`config.mk`:
```
export PLATFORM = sky130hd
export DESIGN_NAME = acpcr_top
export DESIGN_NICKNAME = d
export VERILOG_FILES = /design/src/logic/acpcr_pkg.sv /design/src/logic/acpcr_spi.sv /design/src/logic/acpcr_sync.sv /design/src/logic/acpcr_top.sv
export SDC_FILE = /design/constraint.sdc
export NUM_CORES = 1
export LEC_CHECK = 0
export BUFFER_PORTS_ARGS = -buffer_cell sky130_fd_sc_hd__buf_2
export CAP_MARGIN = 40
export CORE_MARGIN = 2
export CORE_UTILIZATION = 52
export CTS_CLUSTER_DIAMETER = 30
export DETAILED_ROUTE_END_ITERATION = 6
export GPL_TIMING_DRIVEN = 0
export PLACE_DENSITY = 0.73
export SYNTH_ARGS = -nofsm -noshare
export SYNTH_HDL_FRONTEND = slang
export SYNTH_SLANG_ARGS = --single-unit
export TNS_END_PERCENT = 100
```
`constraint.sdc`:
```
create_clock -name clock -period 2.15 [get_ports clock]
set_input_delay 0.215 -clock clock [delete_from_list [all_inputs] [get_ports clock]]
set_output_delay 0.215 -clock clock [all_outputs]
set_load 0.01 [all_outputs]
```
`src/logic/acpcr_pkg.sv`:
```
`default_nettype none
package acpcr_pkg;

  // ----------------------------------------------------------------
  // register offsets and reset values
  // ----------------------------------------------------------------
  localparam logic [7:0] OFF_CLK_CTRL = 8'h01;
  localparam logic [7:0] OFF_PWR_PORT = 8'h04;
  localparam logic [7:0] OFF_FMT_RATE = 8'h05;
  localparam logic [6:0] RST_CLK_CTRL = 7'h41; // bit 7 is live lock state
  localparam logic [7:0] RST_PWR_PORT = 8'h3f;
  localparam logic [7:0] RST_FMT_RATE = 8'h02;

  // ----------------------------------------------------------------
  // field positions
  // ----------------------------------------------------------------
  localparam int BIT_LOCK = 7;
  localparam int BIT_AUTOMUTE = 6;
  localparam int BIT_SRC = 4;
  localparam int RATIO_LSB = 0;
  localparam int BIT_POLARITY = 7;
  localparam int BIT_LAUNCH = 6;
  localparam int BIT_REGULATOR = 5;
  localparam int BIT_REFERENCE = 4;
  localparam int CHAN_LSB = 0;
  localparam int FMT_LSB = 6;
  localparam int SLOT_LSB = 3;
  localparam int RATE_LSB = 0;

  // ----------------------------------------------------------------
  // field codes
  // ----------------------------------------------------------------
  localparam logic [2:0] RATIO_128 = 3'h0;
  localparam logic [2:0] RATIO_256 = 3'h1;
  localparam logic [2:0] RATIO_384 = 3'h2;
  localparam logic [2:0] RATIO_512 = 3'h3;
  localparam logic [2:0] RATIO_768 = 3'h4;
  localparam logic [1:0] FMT_I2S = 2'h0;
  localparam logic [1:0] FMT_LJ = 2'h1;
  localparam logic [1:0] FMT_RJ24 = 2'h2;
  localparam logic [1:0] FMT_RJ16 = 2'h3;
  localparam logic [2:0] SLOT_STEREO = 3'h0;
  localparam logic [2:0] SLOT_TDM16 = 3'h4;
  localparam logic [2:0] RATE_8_12 = 3'h0;
  localparam logic [2:0] RATE_32_48 = 3'h2;
  localparam logic [2:0] RATE_128_192 = 3'h4;
  // control port device address; value is arbitrary
  localparam logic [6:0] CHIP_ID = 7'h11;

  // ----------------------------------------------------------------
  // types
  // ----------------------------------------------------------------
  typedef enum logic [1:0] {SP_CHIP, SP_REG, SP_DATA, SP_SKIP} acpcr_spi_st_t;

  typedef struct packed {
    logic valid;
    logic [7:0] addr;
    logic [7:0] data;
  } acpcr_wr_t;

  typedef struct packed {
    logic src_frame;
    logic [2:0] clock_ratio_select;
    logic [9:0] ratio_mult;
    logic ratio_reserved;
    logic src_unsupported;
  } acpcr_mult_t;

  typedef struct packed {
    logic regulator_enable;
    logic reference_enable;
    logic [3:0] channel_enable;
  } acpcr_power_t;

  typedef struct packed {
    logic frame_clock_polarity;
    logic bit_clock_launch_edge;
    logic [1:0] serial_format;
    logic [2:0] port_slot_mode;
    logic [2:0] sample_rate_range;
    logic first_bit_delay;
    logic right_justified;
    logic [4:0] data_bits;
    logic [4:0] slot_count;
  } acpcr_port_t;

endpackage : acpcr_pkg
`default_nettype wire

```
`src/logic/acpcr_spi.sv`:
```
`timescale 1ns/1ps
`default_nettype none
module acpcr_spi (
  // clock and reset
  input wire logic clock,
  input wire logic reset_n,
  // synchronised control pins
  input wire logic sclk_s,
  input wire logic latch_n_s,
  input wire logic mosi_s,
  output logic miso,
  output logic miso_oe,
  // register side
  output acpcr_pkg::acpcr_wr_t wr,
  output logic [7:0] rd_addr,
  input wire logic [7:0] rd_data
);
  import acpcr_pkg::*;

  acpcr_spi_st_t st_r, st_nxt;
  logic [2:0] cnt_r, cnt_nxt;
  logic [7:0] sh_r, sh_nxt, out_r, out_nxt, addr_r, addr_nxt, byte_in;
  logic rw_r, rw_nxt, oe_r, oe_nxt, sclk_q_r, rise, fall;
  acpcr_wr_t wr_r, wr_nxt;

  assign rise = sclk_s & ~sclk_q_r;
  assign fall = ~sclk_s & sclk_q_r;
  assign byte_in = {sh_r[6:0], mosi_s};
  assign miso = out_r[7];
  assign miso_oe = oe_r;
  assign wr = wr_r;
  assign rd_addr = addr_r;

  // frame: device byte, register byte, data byte; sample on rise
  always_comb begin
    st_nxt = st_r;
    cnt_nxt = cnt_r;
    sh_nxt = sh_r;
    out_nxt = out_r;
    addr_nxt = addr_r;
    rw_nxt = rw_r;
    oe_nxt = oe_r;
    wr_nxt = wr_r;
    wr_nxt.valid = 1'b0;
    if (latch_n_s) begin
      st_nxt = SP_CHIP;
      cnt_nxt = 3'h0;
      oe_nxt = 1'b0;
    end else begin
      if (rise) begin
        sh_nxt = byte_in;
        cnt_nxt = cnt_r + 3'h1;
        if (cnt_r == 3'h7) begin
          unique case (st_r)
            SP_CHIP: begin
              if (byte_in[7:1] == CHIP_ID) begin
                rw_nxt = byte_in[0];
                st_nxt = SP_REG;
              end else begin
                st_nxt = SP_SKIP;
              end
            end
            SP_REG: begin
              addr_nxt = byte_in;
              st_nxt = SP_DATA;
            end
            SP_DATA: begin
              wr_nxt.valid = ~rw_r;
              wr_nxt.addr = addr_r;
              wr_nxt.data = byte_in;
              st_nxt = SP_SKIP;
            end
            SP_SKIP: st_nxt = SP_SKIP;
          endcase
        end
      end
      // read data launches on falling edges, msb first
      if (fall && st_r == SP_DATA && rw_r) begin
        oe_nxt = 1'b1;
        out_nxt = (cnt_r == 3'h0) ? rd_data : {out_r[6:0], 1'b0};
      end
      if (fall && st_r == SP_SKIP) begin
        oe_nxt = 1'b0;
      end
    end
  end

  // state registers
  always_ff @(posedge clock or negedge reset_n) begin
    if (!reset_n) begin
      st_r <= SP_CHIP;
      cnt_r <= 3'h0;
      sh_r <= 8'h00;
      out_r <= 8'h00;
      addr_r <= 8'h00;
      rw_r <= 1'b0;
      oe_r <= 1'b0;
      wr_r <= '0;
      sclk_q_r <= 1'b0;
    end else begin
      st_r <= st_nxt;
      cnt_r <= cnt_nxt;
      sh_r <= sh_nxt;
      out_r <= out_nxt;
      addr_r <= addr_nxt;
      rw_r <= rw_nxt;
      oe_r <= oe_nxt;
      wr_r <= wr_nxt;
      sclk_q_r <= sclk_s;
    end
  end
endmodule : acpcr_spi
`default_nettype wire

```
`src/logic/acpcr_sync.sv`:
```
`timescale 1ns/1ps
`default_nettype none
module acpcr_sync (
  // clock and reset
  input wire logic clock,
  input wire logic reset_n,
  // crossing
  input wire logic async_in,
  output logic sync_out
);
  logic meta_r;

  // two stages; only the second stage is read outside
  always_ff @(posedge clock or negedge reset_n) begin
    if (!reset_n) begin
      meta_r <= 1'b0;
      sync_out <= 1'b0;
    end else begin
      meta_r <= async_in;
      sync_out <= meta_r;
    end
  end
endmodule : acpcr_sync
`default_nettype wire

```
`src/logic/acpcr_top.sv`:
```
`timescale 1ns/1ps
`default_nettype none
module acpcr_top (
  // clock and reset
  input wire logic clock,
  input wire logic reset_n,
  // control port pins
  input wire logic ctrl_clk,
  input wire logic ctrl_latch_n,
  input wire logic ctrl_data_in,
  output logic ctrl_data_out,
  output logic ctrl_data_oe,
  // clock multiplier
  input wire logic mult_locked,
  output acpcr_pkg::acpcr_mult_t mult_cfg,
  output logic converter_mute,
  // power
  input wire logic master_power_up,
  output acpcr_pkg::acpcr_power_t power,
  // serial port setup
  output acpcr_pkg::acpcr_port_t port_cfg
);
  import acpcr_pkg::*;

  // ----------------------------------------------------------------
  // pin synchronisers
  // ----------------------------------------------------------------
  logic [3:0] pin_raw, pin_s;
  logic sclk_s, latch_n_s, mosi_s, lock_s;

  assign pin_raw = {mult_locked, ctrl_data_in, ctrl_latch_n, ctrl_clk};
  assign sclk_s = pin_s[0];
  assign latch_n_s = pin_s[1];
  assign mosi_s = pin_s[2];
  assign lock_s = pin_s[3];

  // the three control input pins and the lock pin are asynchronous to clock
  generate
    for (genvar i = 0; i < 4; i++) begin : g_sync
      acpcr_sync u_sync (
        .clock(clock),
        .reset_n(reset_n),
        .async_in(pin_raw[i]),
        .sync_out(pin_s[i])
      );
    end
  endgenerate

  // ----------------------------------------------------------------
  // control port
  // ----------------------------------------------------------------
  acpcr_wr_t wr;
  logic [7:0] rd_addr, rd_data;

  acpcr_spi u_spi (
    .clock(clock),
    .reset_n(reset_n),
    .sclk_s(sclk_s),
    .latch_n_s(latch_n_s),
    .mosi_s(mosi_s),
    .miso(ctrl_data_out),
    .miso_oe(ctrl_data_oe),
    .wr(wr),
    .rd_addr(rd_addr),
    .rd_data(rd_data)
  );

  // ----------------------------------------------------------------
  // decode helpers
  // ----------------------------------------------------------------
  // 0 unmapped, 1 clock control, 2 power/edges, 3 format/rate
  function automatic logic [1:0] reg_sel(input logic [7:0] a);
    logic [1:0] s;
    s = 2'h0;
    if (a == OFF_CLK_CTRL) s = 2'h1;
    if (a == OFF_PWR_PORT) s = 2'h2;
    if (a == OFF_FMT_RATE) s = 2'h3;
    return s;
  endfunction : reg_sel

  // reserved codes give zero so downstream can refuse them
  function automatic logic [9:0] ratio_mult(input logic [2:0] c);
    logic [9:0] m;
    m = 10'h000;
    unique case (c)
      RATIO_128: m = 10'h080;
      RATIO_256: m = 10'h100;
      RATIO_384: m = 10'h180;
      RATIO_512: m = 10'h200;
      RATIO_768: m = 10'h300;
      default: m = 10'h000;
    endcase
    return m;
  endfunction : ratio_mult

  // ----------------------------------------------------------------
  // register bank
  // ----------------------------------------------------------------
  logic [6:0] clk_r, clk_nxt;
  logic [7:0] pwr_r, pwr_nxt, fmt_r, fmt_nxt;

  // lock bit is not stored, so writes to it fall away
  always_comb begin
    clk_nxt = clk_r;
    pwr_nxt = pwr_r;
    fmt_nxt = fmt_r;
    if (wr.valid) begin
      unique case (reg_sel(wr.addr))
        2'h1: clk_nxt = wr.data[6:0];
        2'h2: pwr_nxt = wr.data;
        2'h3: fmt_nxt = wr.data;
        default: clk_nxt = clk_r;
      endcase
    end
  end

  always_ff @(posedge clock or negedge reset_n) begin
    if (!reset_n) begin
      clk_r <= RST_CLK_CTRL;
      pwr_r <= RST_PWR_PORT;
      fmt_r <= RST_FMT_RATE;
    end else begin
      clk_r <= clk_nxt;
      pwr_r <= pwr_nxt;
      fmt_r <= fmt_nxt;
    end
  end

  // readback is combinational; the port samples it on a falling edge
  always_comb begin
    unique case (reg_sel(rd_addr))
      2'h1: rd_data = {lock_s, clk_r};
      2'h2: rd_data = pwr_r;
      2'h3: rd_data = fmt_r;
      default: rd_data = 8'h00;
    endcase
  end

  // ----------------------------------------------------------------
  // decoded outputs
  // ----------------------------------------------------------------
  acpcr_mult_t mult_r, mult_nxt;
  acpcr_power_t pow_r, pow_nxt;
  acpcr_port_t port_r, port_nxt;
  logic mute_r, mute_nxt;
  logic [1:0] fmt_f;
  logic [2:0] slot_f, rate_f;

  assign fmt_f = fmt_nxt[FMT_LSB +: 2];
  assign slot_f = fmt_nxt[SLOT_LSB +: 3];
  assign rate_f = fmt_nxt[RATE_LSB +: 3];

  // computed from next values so outputs change on the same edge as the registers
  always_comb begin
    mult_nxt.src_frame = clk_nxt[BIT_SRC];
    mult_nxt.clock_ratio_select = clk_nxt[RATIO_LSB +: 3];
    mult_nxt.ratio_mult = ratio_mult(clk_nxt[RATIO_LSB +: 3]);
    mult_nxt.ratio_reserved = clk_nxt[RATIO_LSB +: 3] > RATIO_768;
    // frame clock is not a usable reference below 32 kHz
    mult_nxt.src_unsupported = clk_nxt[BIT_SRC] &
      ((rate_f < RATE_32_48) | (rate_f > RATE_128_192));
    // master power-up low overrides every block enable
    pow_nxt.regulator_enable =
      pwr_nxt[BIT_REGULATOR] & master_power_up;
    pow_nxt.reference_enable =
      pwr_nxt[BIT_REFERENCE] & master_power_up;
    pow_nxt.channel_enable =
      pwr_nxt[CHAN_LSB +: 4] & {4{master_power_up}};
    port_nxt.frame_clock_polarity = pwr_nxt[BIT_POLARITY];
    port_nxt.bit_clock_launch_edge = pwr_nxt[BIT_LAUNCH];
    port_nxt.serial_format = fmt_f;
    port_nxt.port_slot_mode = slot_f;
    port_nxt.sample_rate_range = rate_f;
    port_nxt.first_bit_delay = (fmt_f == FMT_I2S);
    port_nxt.right_justified =
      (fmt_f == FMT_RJ24) | (fmt_f == FMT_RJ16);
    port_nxt.data_bits = (fmt_f == FMT_RJ16) ? 5'h10 : 5'h18;
    // slot count 0 means stereo; reserved codes also read as stereo
    port_nxt.slot_count = 5'h00;
    if (slot_f != SLOT_STEREO && slot_f <= SLOT_TDM16) begin
      port_nxt.slot_count = 5'h01 << slot_f;
    end
    mute_nxt = clk_nxt[BIT_AUTOMUTE] & ~lock_s;
  end

  always_ff @(posedge clock or negedge reset_n) begin
    if (!reset_n) begin
      mult_r <= '0;
      pow_r <= '0;
      port_r <= '0;
      mute_r <= 1'b1;
    end else begin
      mult_r <= mult_nxt;
      pow_r <= pow_nxt;
      port_r <= port_nxt;
      mute_r <= mute_nxt;
    end
  end

  assign mult_cfg = mult_r;
  assign power = pow_r;
  assign port_cfg = port_r;
  assign converter_mute = mute_r;

  // ----------------------------------------------------------------
  // assertions
  // ----------------------------------------------------------------
  // lock readback follows the pin two flops later; the first two edges
  // after reset still show the flushed synchroniser, so they are skipped
  a_lock_readback: assert property (
    @(posedge clock) disable iff (!reset_n)
    $past(reset_n, 2) && reg_sel(rd_addr) == 2'h1 |->
    rd_data[BIT_LOCK] == $past(mult_locked, 2))
    else $error("lock readback differs from lock pin");

  // mute is registered, so it shows one edge after the lock loss
  a_mute_on_unlock: assert property (
    @(posedge clock) disable iff (!reset_n)
    $fell(lock_s) && clk_r[BIT_AUTOMUTE] && !wr.valid |=> converter_mute)
    else $error("no mute after lock loss");

  a_no_automute: assert property (
    @(posedge clock) disable iff (!reset_n)
    !clk_r[BIT_AUTOMUTE] |-> !converter_mute)
    else $error("mute asserted with automute off");

  a_frame_src_range: assert property (
    @(posedge clock) disable iff (!reset_n)
    mult_cfg.src_unsupported |-> mult_cfg.src_frame &&
    (port_cfg.sample_rate_range < RATE_32_48 ||
    port_cfg.sample_rate_range > RATE_128_192))
    else $error("source range flag wrong");

  a_src_select: assert property (
    @(posedge clock) disable iff (!reset_n)
    wr.valid && reg_sel(wr.addr) == 2'h1 |=>
    mult_cfg.src_frame == $past(wr.data[BIT_SRC]))
    else $error("source select not applied");

  a_ratio_write: assert property (
    @(posedge clock) disable iff (!reset_n)
    wr.valid && reg_sel(wr.addr) == 2'h1 && wr.data[2:0] == RATIO_512
    |=> mult_cfg.ratio_mult == 10'h200 && !mult_cfg.ratio_reserved)
    else $error("ratio 512 not applied");

  a_ratio_reserved: assert property (
    @(posedge clock) disable iff (!reset_n)
    mult_cfg.ratio_reserved |-> mult_cfg.ratio_mult == 10'h000 &&
    mult_cfg.clock_ratio_select > RATIO_768)
    else $error("reserved ratio decode wrong");

  a_launch_edge: assert property (
    @(posedge clock) disable iff (!reset_n)
    wr.valid && reg_sel(wr.addr) == 2'h2 |=> port_cfg.bit_clock_launch_edge
    == $past(wr.data[BIT_LAUNCH]) && port_cfg.frame_clock_polarity
    == $past(wr.data[BIT_POLARITY]))
    else $error("edge or polarity not applied");

  a_power_gate: assert property (
    @(posedge clock) disable iff (!reset_n)
    !master_power_up |=> power == '0)
    else $error("block powered while master off");

  a_regulator_off: assert property (
    @(posedge clock) disable iff (!reset_n)
    wr.valid && reg_sel(wr.addr) == 2'h2 && !wr.data[BIT_REGULATOR]
    |=> !power.regulator_enable)
    else $error("regulator left on after power down");

  a_channel_map: assert property (
    @(posedge clock) disable iff (!reset_n)
    wr.valid && reg_sel(wr.addr) == 2'h2 && master_power_up
    |=> power.channel_enable == $past(wr.data[3:0]))
    else $error("channel enable not one-to-one");

  // outputs still hold their reset zero on the first edge after release
  a_i2s_delay: assert property (
    @(posedge clock) disable iff (!reset_n)
    $past(reset_n) |->
    port_cfg.first_bit_delay == (fmt_r[FMT_LSB +: 2] == FMT_I2S))
    else $error("i2s delay flag wrong");

  a_rj_width: assert property (
    @(posedge clock) disable iff (!reset_n)
    fmt_r[FMT_LSB +: 2] == FMT_LJ |-> !port_cfg.right_justified &&
    port_cfg.data_bits == 5'h18)
    else $error("left justified decode wrong");

  a_slot_count: assert property (
    @(posedge clock) disable iff (!reset_n)
    fmt_r[SLOT_LSB +: 3] == SLOT_TDM16 |-> port_cfg.slot_count == 5'h10)
    else $error("tdm16 slot count wrong");

  a_stereo_slots: assert property (
    @(posedge clock) disable iff (!reset_n)
    port_cfg.port_slot_mode == SLOT_STEREO |-> port_cfg.slot_count == 5'h00)
    else $error("stereo mode shows slots");

  a_rate_reset: assert property (
    @(posedge clock)
    $rose(reset_n) |-> port_cfg.sample_rate_range == RATE_8_12 ##1
    port_cfg.sample_rate_range == RATE_32_48)
    else $error("rate range not at reset value");

endmodule : acpcr_top
`default_nettype wire
```
# ---- After elaboration in Yosys (flattened, before gate mapping)
# Cells that the tools add are included.
dict set report word_totals {
  ff_bits 124
  in_bits 7
  out_inout_bits 47
  wordCells 136
}
dict set report op_classes {
  add_sub_neg 1
  n_lt_le_gt_ge 4
  n_eq_ne 23
  shift 1
  muxes 32
  n_bitwise 14
  reduce_logical 20
}
# op count
set op_table {}
lappend op_table {{$mux 17} 4}
lappend op_table {{$pmux 10 s5} 1}
lappend op_table {{$mux 8} 5}
lappend op_table {{$eq 8x3->1 const B} 4}
lappend op_table {{$pmux 8 s3} 1}
lappend op_table {{$mux 2} 9}
lappend op_table {{$eq 2x2->1 const B} 8}
lappend op_table {{$eq 8x1->1 const B} 2}
lappend op_table {{$mux 7} 2}
lappend op_table {{$reduce_and 2->1} 4}
lappend op_table {{$reduce_and 4->1} 2}
lappend op_table {{$eq 7x5->1 const B} 1}
lappend op_table {{$and 1x1->1} 6}
lappend op_table {{$eq 2x1->1 const B} 3}
lappend op_table {{$eq 3x2->1 const B} 2}
lappend op_table {{$eq 3x3->1 const B} 2}
lappend op_table {{$gt 3x3->1 const B} 2}
lappend op_table {{$logic_not 3->1} 2}
lappend op_table {{$mux 3} 2}
lappend op_table {{$pmux 2 s3} 1}
lappend op_table {{$reduce_bool 3->1} 2}
lappend op_table {{$mux 1} 5}
lappend op_table {{$mux 5} 1}
lappend op_table {{$not 1->1} 5}
lappend op_table {{13 further kinds} 19}

# ---- Longest topological paths before layout
dict set report logic_depth {
  ltp_word 11
  ltp_mapped 9
  ltp_nobuf 8
}

# ---- Hierarchy
# A second synthesis with hierarchy kept.
dict set report hier_totals {
  cells_unflattened 346
  hier_area_um2 4596.9
}
# mod instances cells_each area_each_um2 seq_area_each_um2
set by_module_without_submodules {}
lappend by_module_without_submodules {acpcr_top 1 203 2326.0 1163.6}
lappend by_module_without_submodules {acpcr_spi 1 135 2070.7 1201.2}
lappend by_module_without_submodules {acpcr_sync 4 2 50.0 50.0}

# ---- Worst setup path before layout
# No wires, ideal clock.
dict set report synth_timing {
  path_type {register to register}
  start {register u_spi.wr_r (netlist bit u_spi.wr[11])}
  end {register port_r (netlist bit port_cfg[2])}
  setup_ps 133
  arrival_time_ps 1965
  required_ps 2017
  slack_ps 52
  path_stages_with_launch 9
  n_path_buf 1
  path_cell_list {dfrtp_1 > nor4bb_1 > nand3_2 > clkbuf_1 > o31ai_1 > ha_1 > nor2b_1 > nand4b_1 > o31ai_1}
}
# element line_no
set synth_lines {}
lappend synth_lines {{from (decl)} acpcr_spi.sv:24} ;# acpcr_wr_t wr_r, wr_nxt;
lappend synth_lines {{from (signal assigned)} acpcr_spi.sv:108} ;# wr_r <= wr_nxt;
lappend synth_lines {{to (signal assigned)} acpcr_top.sv:195} ;# port_r <= port_nxt;
lappend synth_lines {{to (decl)} acpcr_top.sv:144} ;# acpcr_port_t port_r, port_nxt;

==> flow_summary.toml <==
[run_status]
status = "finished, final reports clean"

[worst_setup_path]
end_kind = "register"
crit_family = "simple AND/OR/NAND/NOR gates"
cp_slowest_cell = "dfrtp_1"
critPathMaxFanout = 7
crit_arrival_ns = 2.37
critPathLaunchType = "register"
cp_num_buf_inv = 1
cp_data_required_time_ns = 2.39
critical_path_class = "register to register"
path_cells = "nor4_4, nand3_4, buf_8, o31ai_4, ha_4, nor2b_4, nand4b_1, o31ai_2"
crit_path_max_incr_delay_ns = 0.42

[placed_design]
dp_slack_ns = -0.340
dp_cells = 498
hpwl_um = 5680
finalWeightedCongestion = 0.811
place_area_mm2 = 0.00490
portBuffers = 43

[synth]
synth_cell_types = 48
synth_edf_count = 0
yosysSeqAreaShare = 0.571
ys_ff_latch = 102
syn_inst = 340
synth_flop_cell = "dfrtp_1"
synth-async-reset-ratio = 1.00
yosys_warnings = 0
avgSynthCellArea_um2 = 13.2
syn_area_mm2 = 0.00449

[drt]
routed_wl_um = 8370
vias_per_cell = 5.26
firstDrtPassIters = 4
drtAntennaViolNets = 0
drt_iter0_drc = 100
wl_per_cell_um = 15.8
num_vias = 2780
drc = 0

[clock_network]
cts_inserted_buffers = 9
cts_buffer_depth = 2
clock-sinks = 102
htreeDepth = 3
cts_root_buf = "clkbuf_8"
cts_tree = "built"
insertion_delay_ns = 0.36
worst_setup_hold_path_clk_slew_ns = 0.10

[finish]
final_cells = 529
drive_above_1_share = 0.436
antenna_cells = 0
postLayoutCoreUtil = 0.644
final_area_mm2 = 0.00534
multi_input_area_mm2 = 0.00177
nNetsFinal = 431
area_growth_pct = 18.9
nFillCells = 639
seqCellArea_mm2 = 0.00256

[hold_path]
hold_path_class = "primary input to register"

[sta]
finalSetupTns_ns = 0
setup_viol = 0
whs_ns = 0.167
hold_viol = 0
rsz0062_at_grt = "true"
maxSlewViolCount = 0
slew_headroom = 0.578
skew_ns = 0.0130
min_period_over_period = 0.990
layout_min_cycle_time_ns = 2.13
worst_pin_slew_ns = 0.630
setup_ws_ns = 0.0217
max_freq_mhz = 470

[power_and_ir_drop]
p_leak_nw = 2.65
ir_drop_v = 0.000387
combinationalPowerShare = 0.050
p_int_mw = 2.73
clkPwrFrac = 0.362
total_power_mw = 3.52
powerDensity_mw_per_mm2 = 659
p_sw_mw = 0.791
p_seq_frac = 0.587
p_sw_frac = 0.225

[global_routing]
grt_pass1_wl_um = 13800
grt.total_usage = 0.183
grt_max_degree = 56
grt_pass1_vias = 2763
antenna_found_initial = 0
grt_overflow = 0

[floorplan]
dieArea_mm2 = 0.00940
die_height_um = 96.9
die_w_um = 96.9
start_util = 0.541
core_mm2 = 0.00830
ios = 54
rows = 33

[job]
max-cap-violations = 0
## repair_timing
| item | in CTS | in global routing |
|---|---|---|
| endpoints found under the setup margin | 4 | 3 |
| hold endpoints to repair | 45 | 0 |
| pin swaps | 3 | 5 |
| resized for setup | 9 | 12 |
| hold buffers | 5 | 0 |
| buffers inserted | 4 | 6 |
## cell families after synthesis
family	after synthesis	share of synthesized area
compound gates	44	0.0677
xor+xnor	3	0.00585
fa+ha+maj	5	0.0139
buf+inv	43	0.0610
flops	102	0.571
mux	67	0.174
other cells	2	0.00167
simple gates	74	0.104
## routing by layer
layer  vias up  global-route usage  part of all wire
met4         0              0.0563             0.010
met5         -                   0                 0
met2        63               0.301              0.51
met3        11              0.0368             0.033
met1      1383               0.247              0.45
li1       1323                   -                 -
## flip-flops by register name, indices dropped and copies added (netlist names)
register	cells
u_spi.cnt_r	3
converter_mute	1
mult_cfg	7
fmt_r	4
pwr_r	7
u_spi.wr	17
u_spi.rw_r	1
u_spi.st_r	2
g_sync.u_sync.meta_r	4
u_spi.sh_r	7
u_spi.sclk_q_r	1
u_spi.out_r	8
u_spi.rd_addr	8
u_spi.miso_oe	1
port_cfg	15
power	6
g_sync.u_sync.sync_out	4
clk_r	6
## power groups by stage
stage	logic, mW	registers [mW]	clock network [mW]
2_1_floorplan	0.108	2.07	0
3_3_place_gp	0.162	2.10	0
3_5_place_dp	0.175	2.11	0
4_1_cts	0.182	2.07	1.31
5_1_grt	0.198	2.08	1.39
6_report	0.178	2.07	1.28
## worst reg2reg max path, cell delays in order (launching register included)
cell	delay (ns)
dfrtp_1	0.42
nor4_4	0.38
nand3_4	0.18
buf_8	0.18
o31ai_4	0.27
ha_4	0.25
nor2b_4	0.13
nand4b_1	0.12
o31ai_2	0.07
## synthesized netlist by cell type, types with 2 or more instances
cell      number  share of area
nor4b_1        3         0.0059
o31ai_1        5         0.0084
buf_6          2         0.0050
xor2_1         2         0.0039
o21ai_0        7         0.0078
dfstp_2       10          0.058
and3b_1        2         0.0039
o21a_1         7          0.012
and2_1         7         0.0097
nand3b_1       4         0.0067
mux2_2        53           0.13
nor2b_1        5         0.0070
a21boi_1       2         0.0033
conb_1         2         0.0017
a21oi_1        3         0.0033
nand4b_1       3         0.0059
nand2_1       16          0.013
mux2i_1        4         0.0089
nor2_1        15          0.013
buf_4         25          0.042
a22oi_1        8          0.013
ha_1           5          0.014
clkbuf_1       7         0.0059
nand3_2        3         0.0067
nor3_1         3         0.0033
a31oi_1        2         0.0028
nand2b_1       2         0.0028
buf_2          3         0.0033
o211ai_1       8          0.013
mux2_4         9          0.030
inv_1          5         0.0042
dfrtp_1       92           0.51
## path summary, 6_finish.rpt
kind	from	slack, ns	end	depth (start not counted)
setup / recovery	u_spi.wr[13]$_DFFE_PN0P_	0.02	port_cfg[2]$_DFF_PN0_	8
hold / removal	master_power_up	0.17	power[2]$_DFF_PN0_	2
setup reg to reg	u_spi.wr[13]$_DFFE_PN0P_	0.02	port_cfg[2]$_DFF_PN0_	8
hold reg to reg	g_sync[2].u_sync.meta_r$_DFF_PN0_	0.36	g_sync[2].u_sync.sync_out$_DFF_PN0_	0
max in group asynchronous	reset_n	1.00	pwr_r[0]$_DFF_PN1_	3
min in group asynchronous	reset_n	0.40	port_cfg[9]$_DFF_PN0_	2
## layout make-up
class,instances,share of cell area
Buffer,38,0.0527
Clock buffer,12,0.0253
Clock inverter,4,0.0136
Inverter,5,0.00351
Multi-Input combinational cell,204,0.331
Sequential cell,102,0.480
Tap cell,105,0.0246
Timing Repair Buffer,59,0.0693
## layout by cell type (no fill, tap or decap), drive strengths merged, types with 5 or more instances in the layout
cell	netlist	final
o21a	7	7
mux2	63	63
inv	5	5
dfrtp	92	92
o21ai	7	7
a22oi	8	8
nor2b	5	5
buf	31	86
conb	2	11
dlygate4sd3	0	5
nor2	15	15
ha	5	5
clkbuf	7	18
nand2	16	16
and2	7	7
o211ai	8	8
dfstp	10	10
o31ai	5	5
No activity file was read; power rests on OpenSTA's default activity.
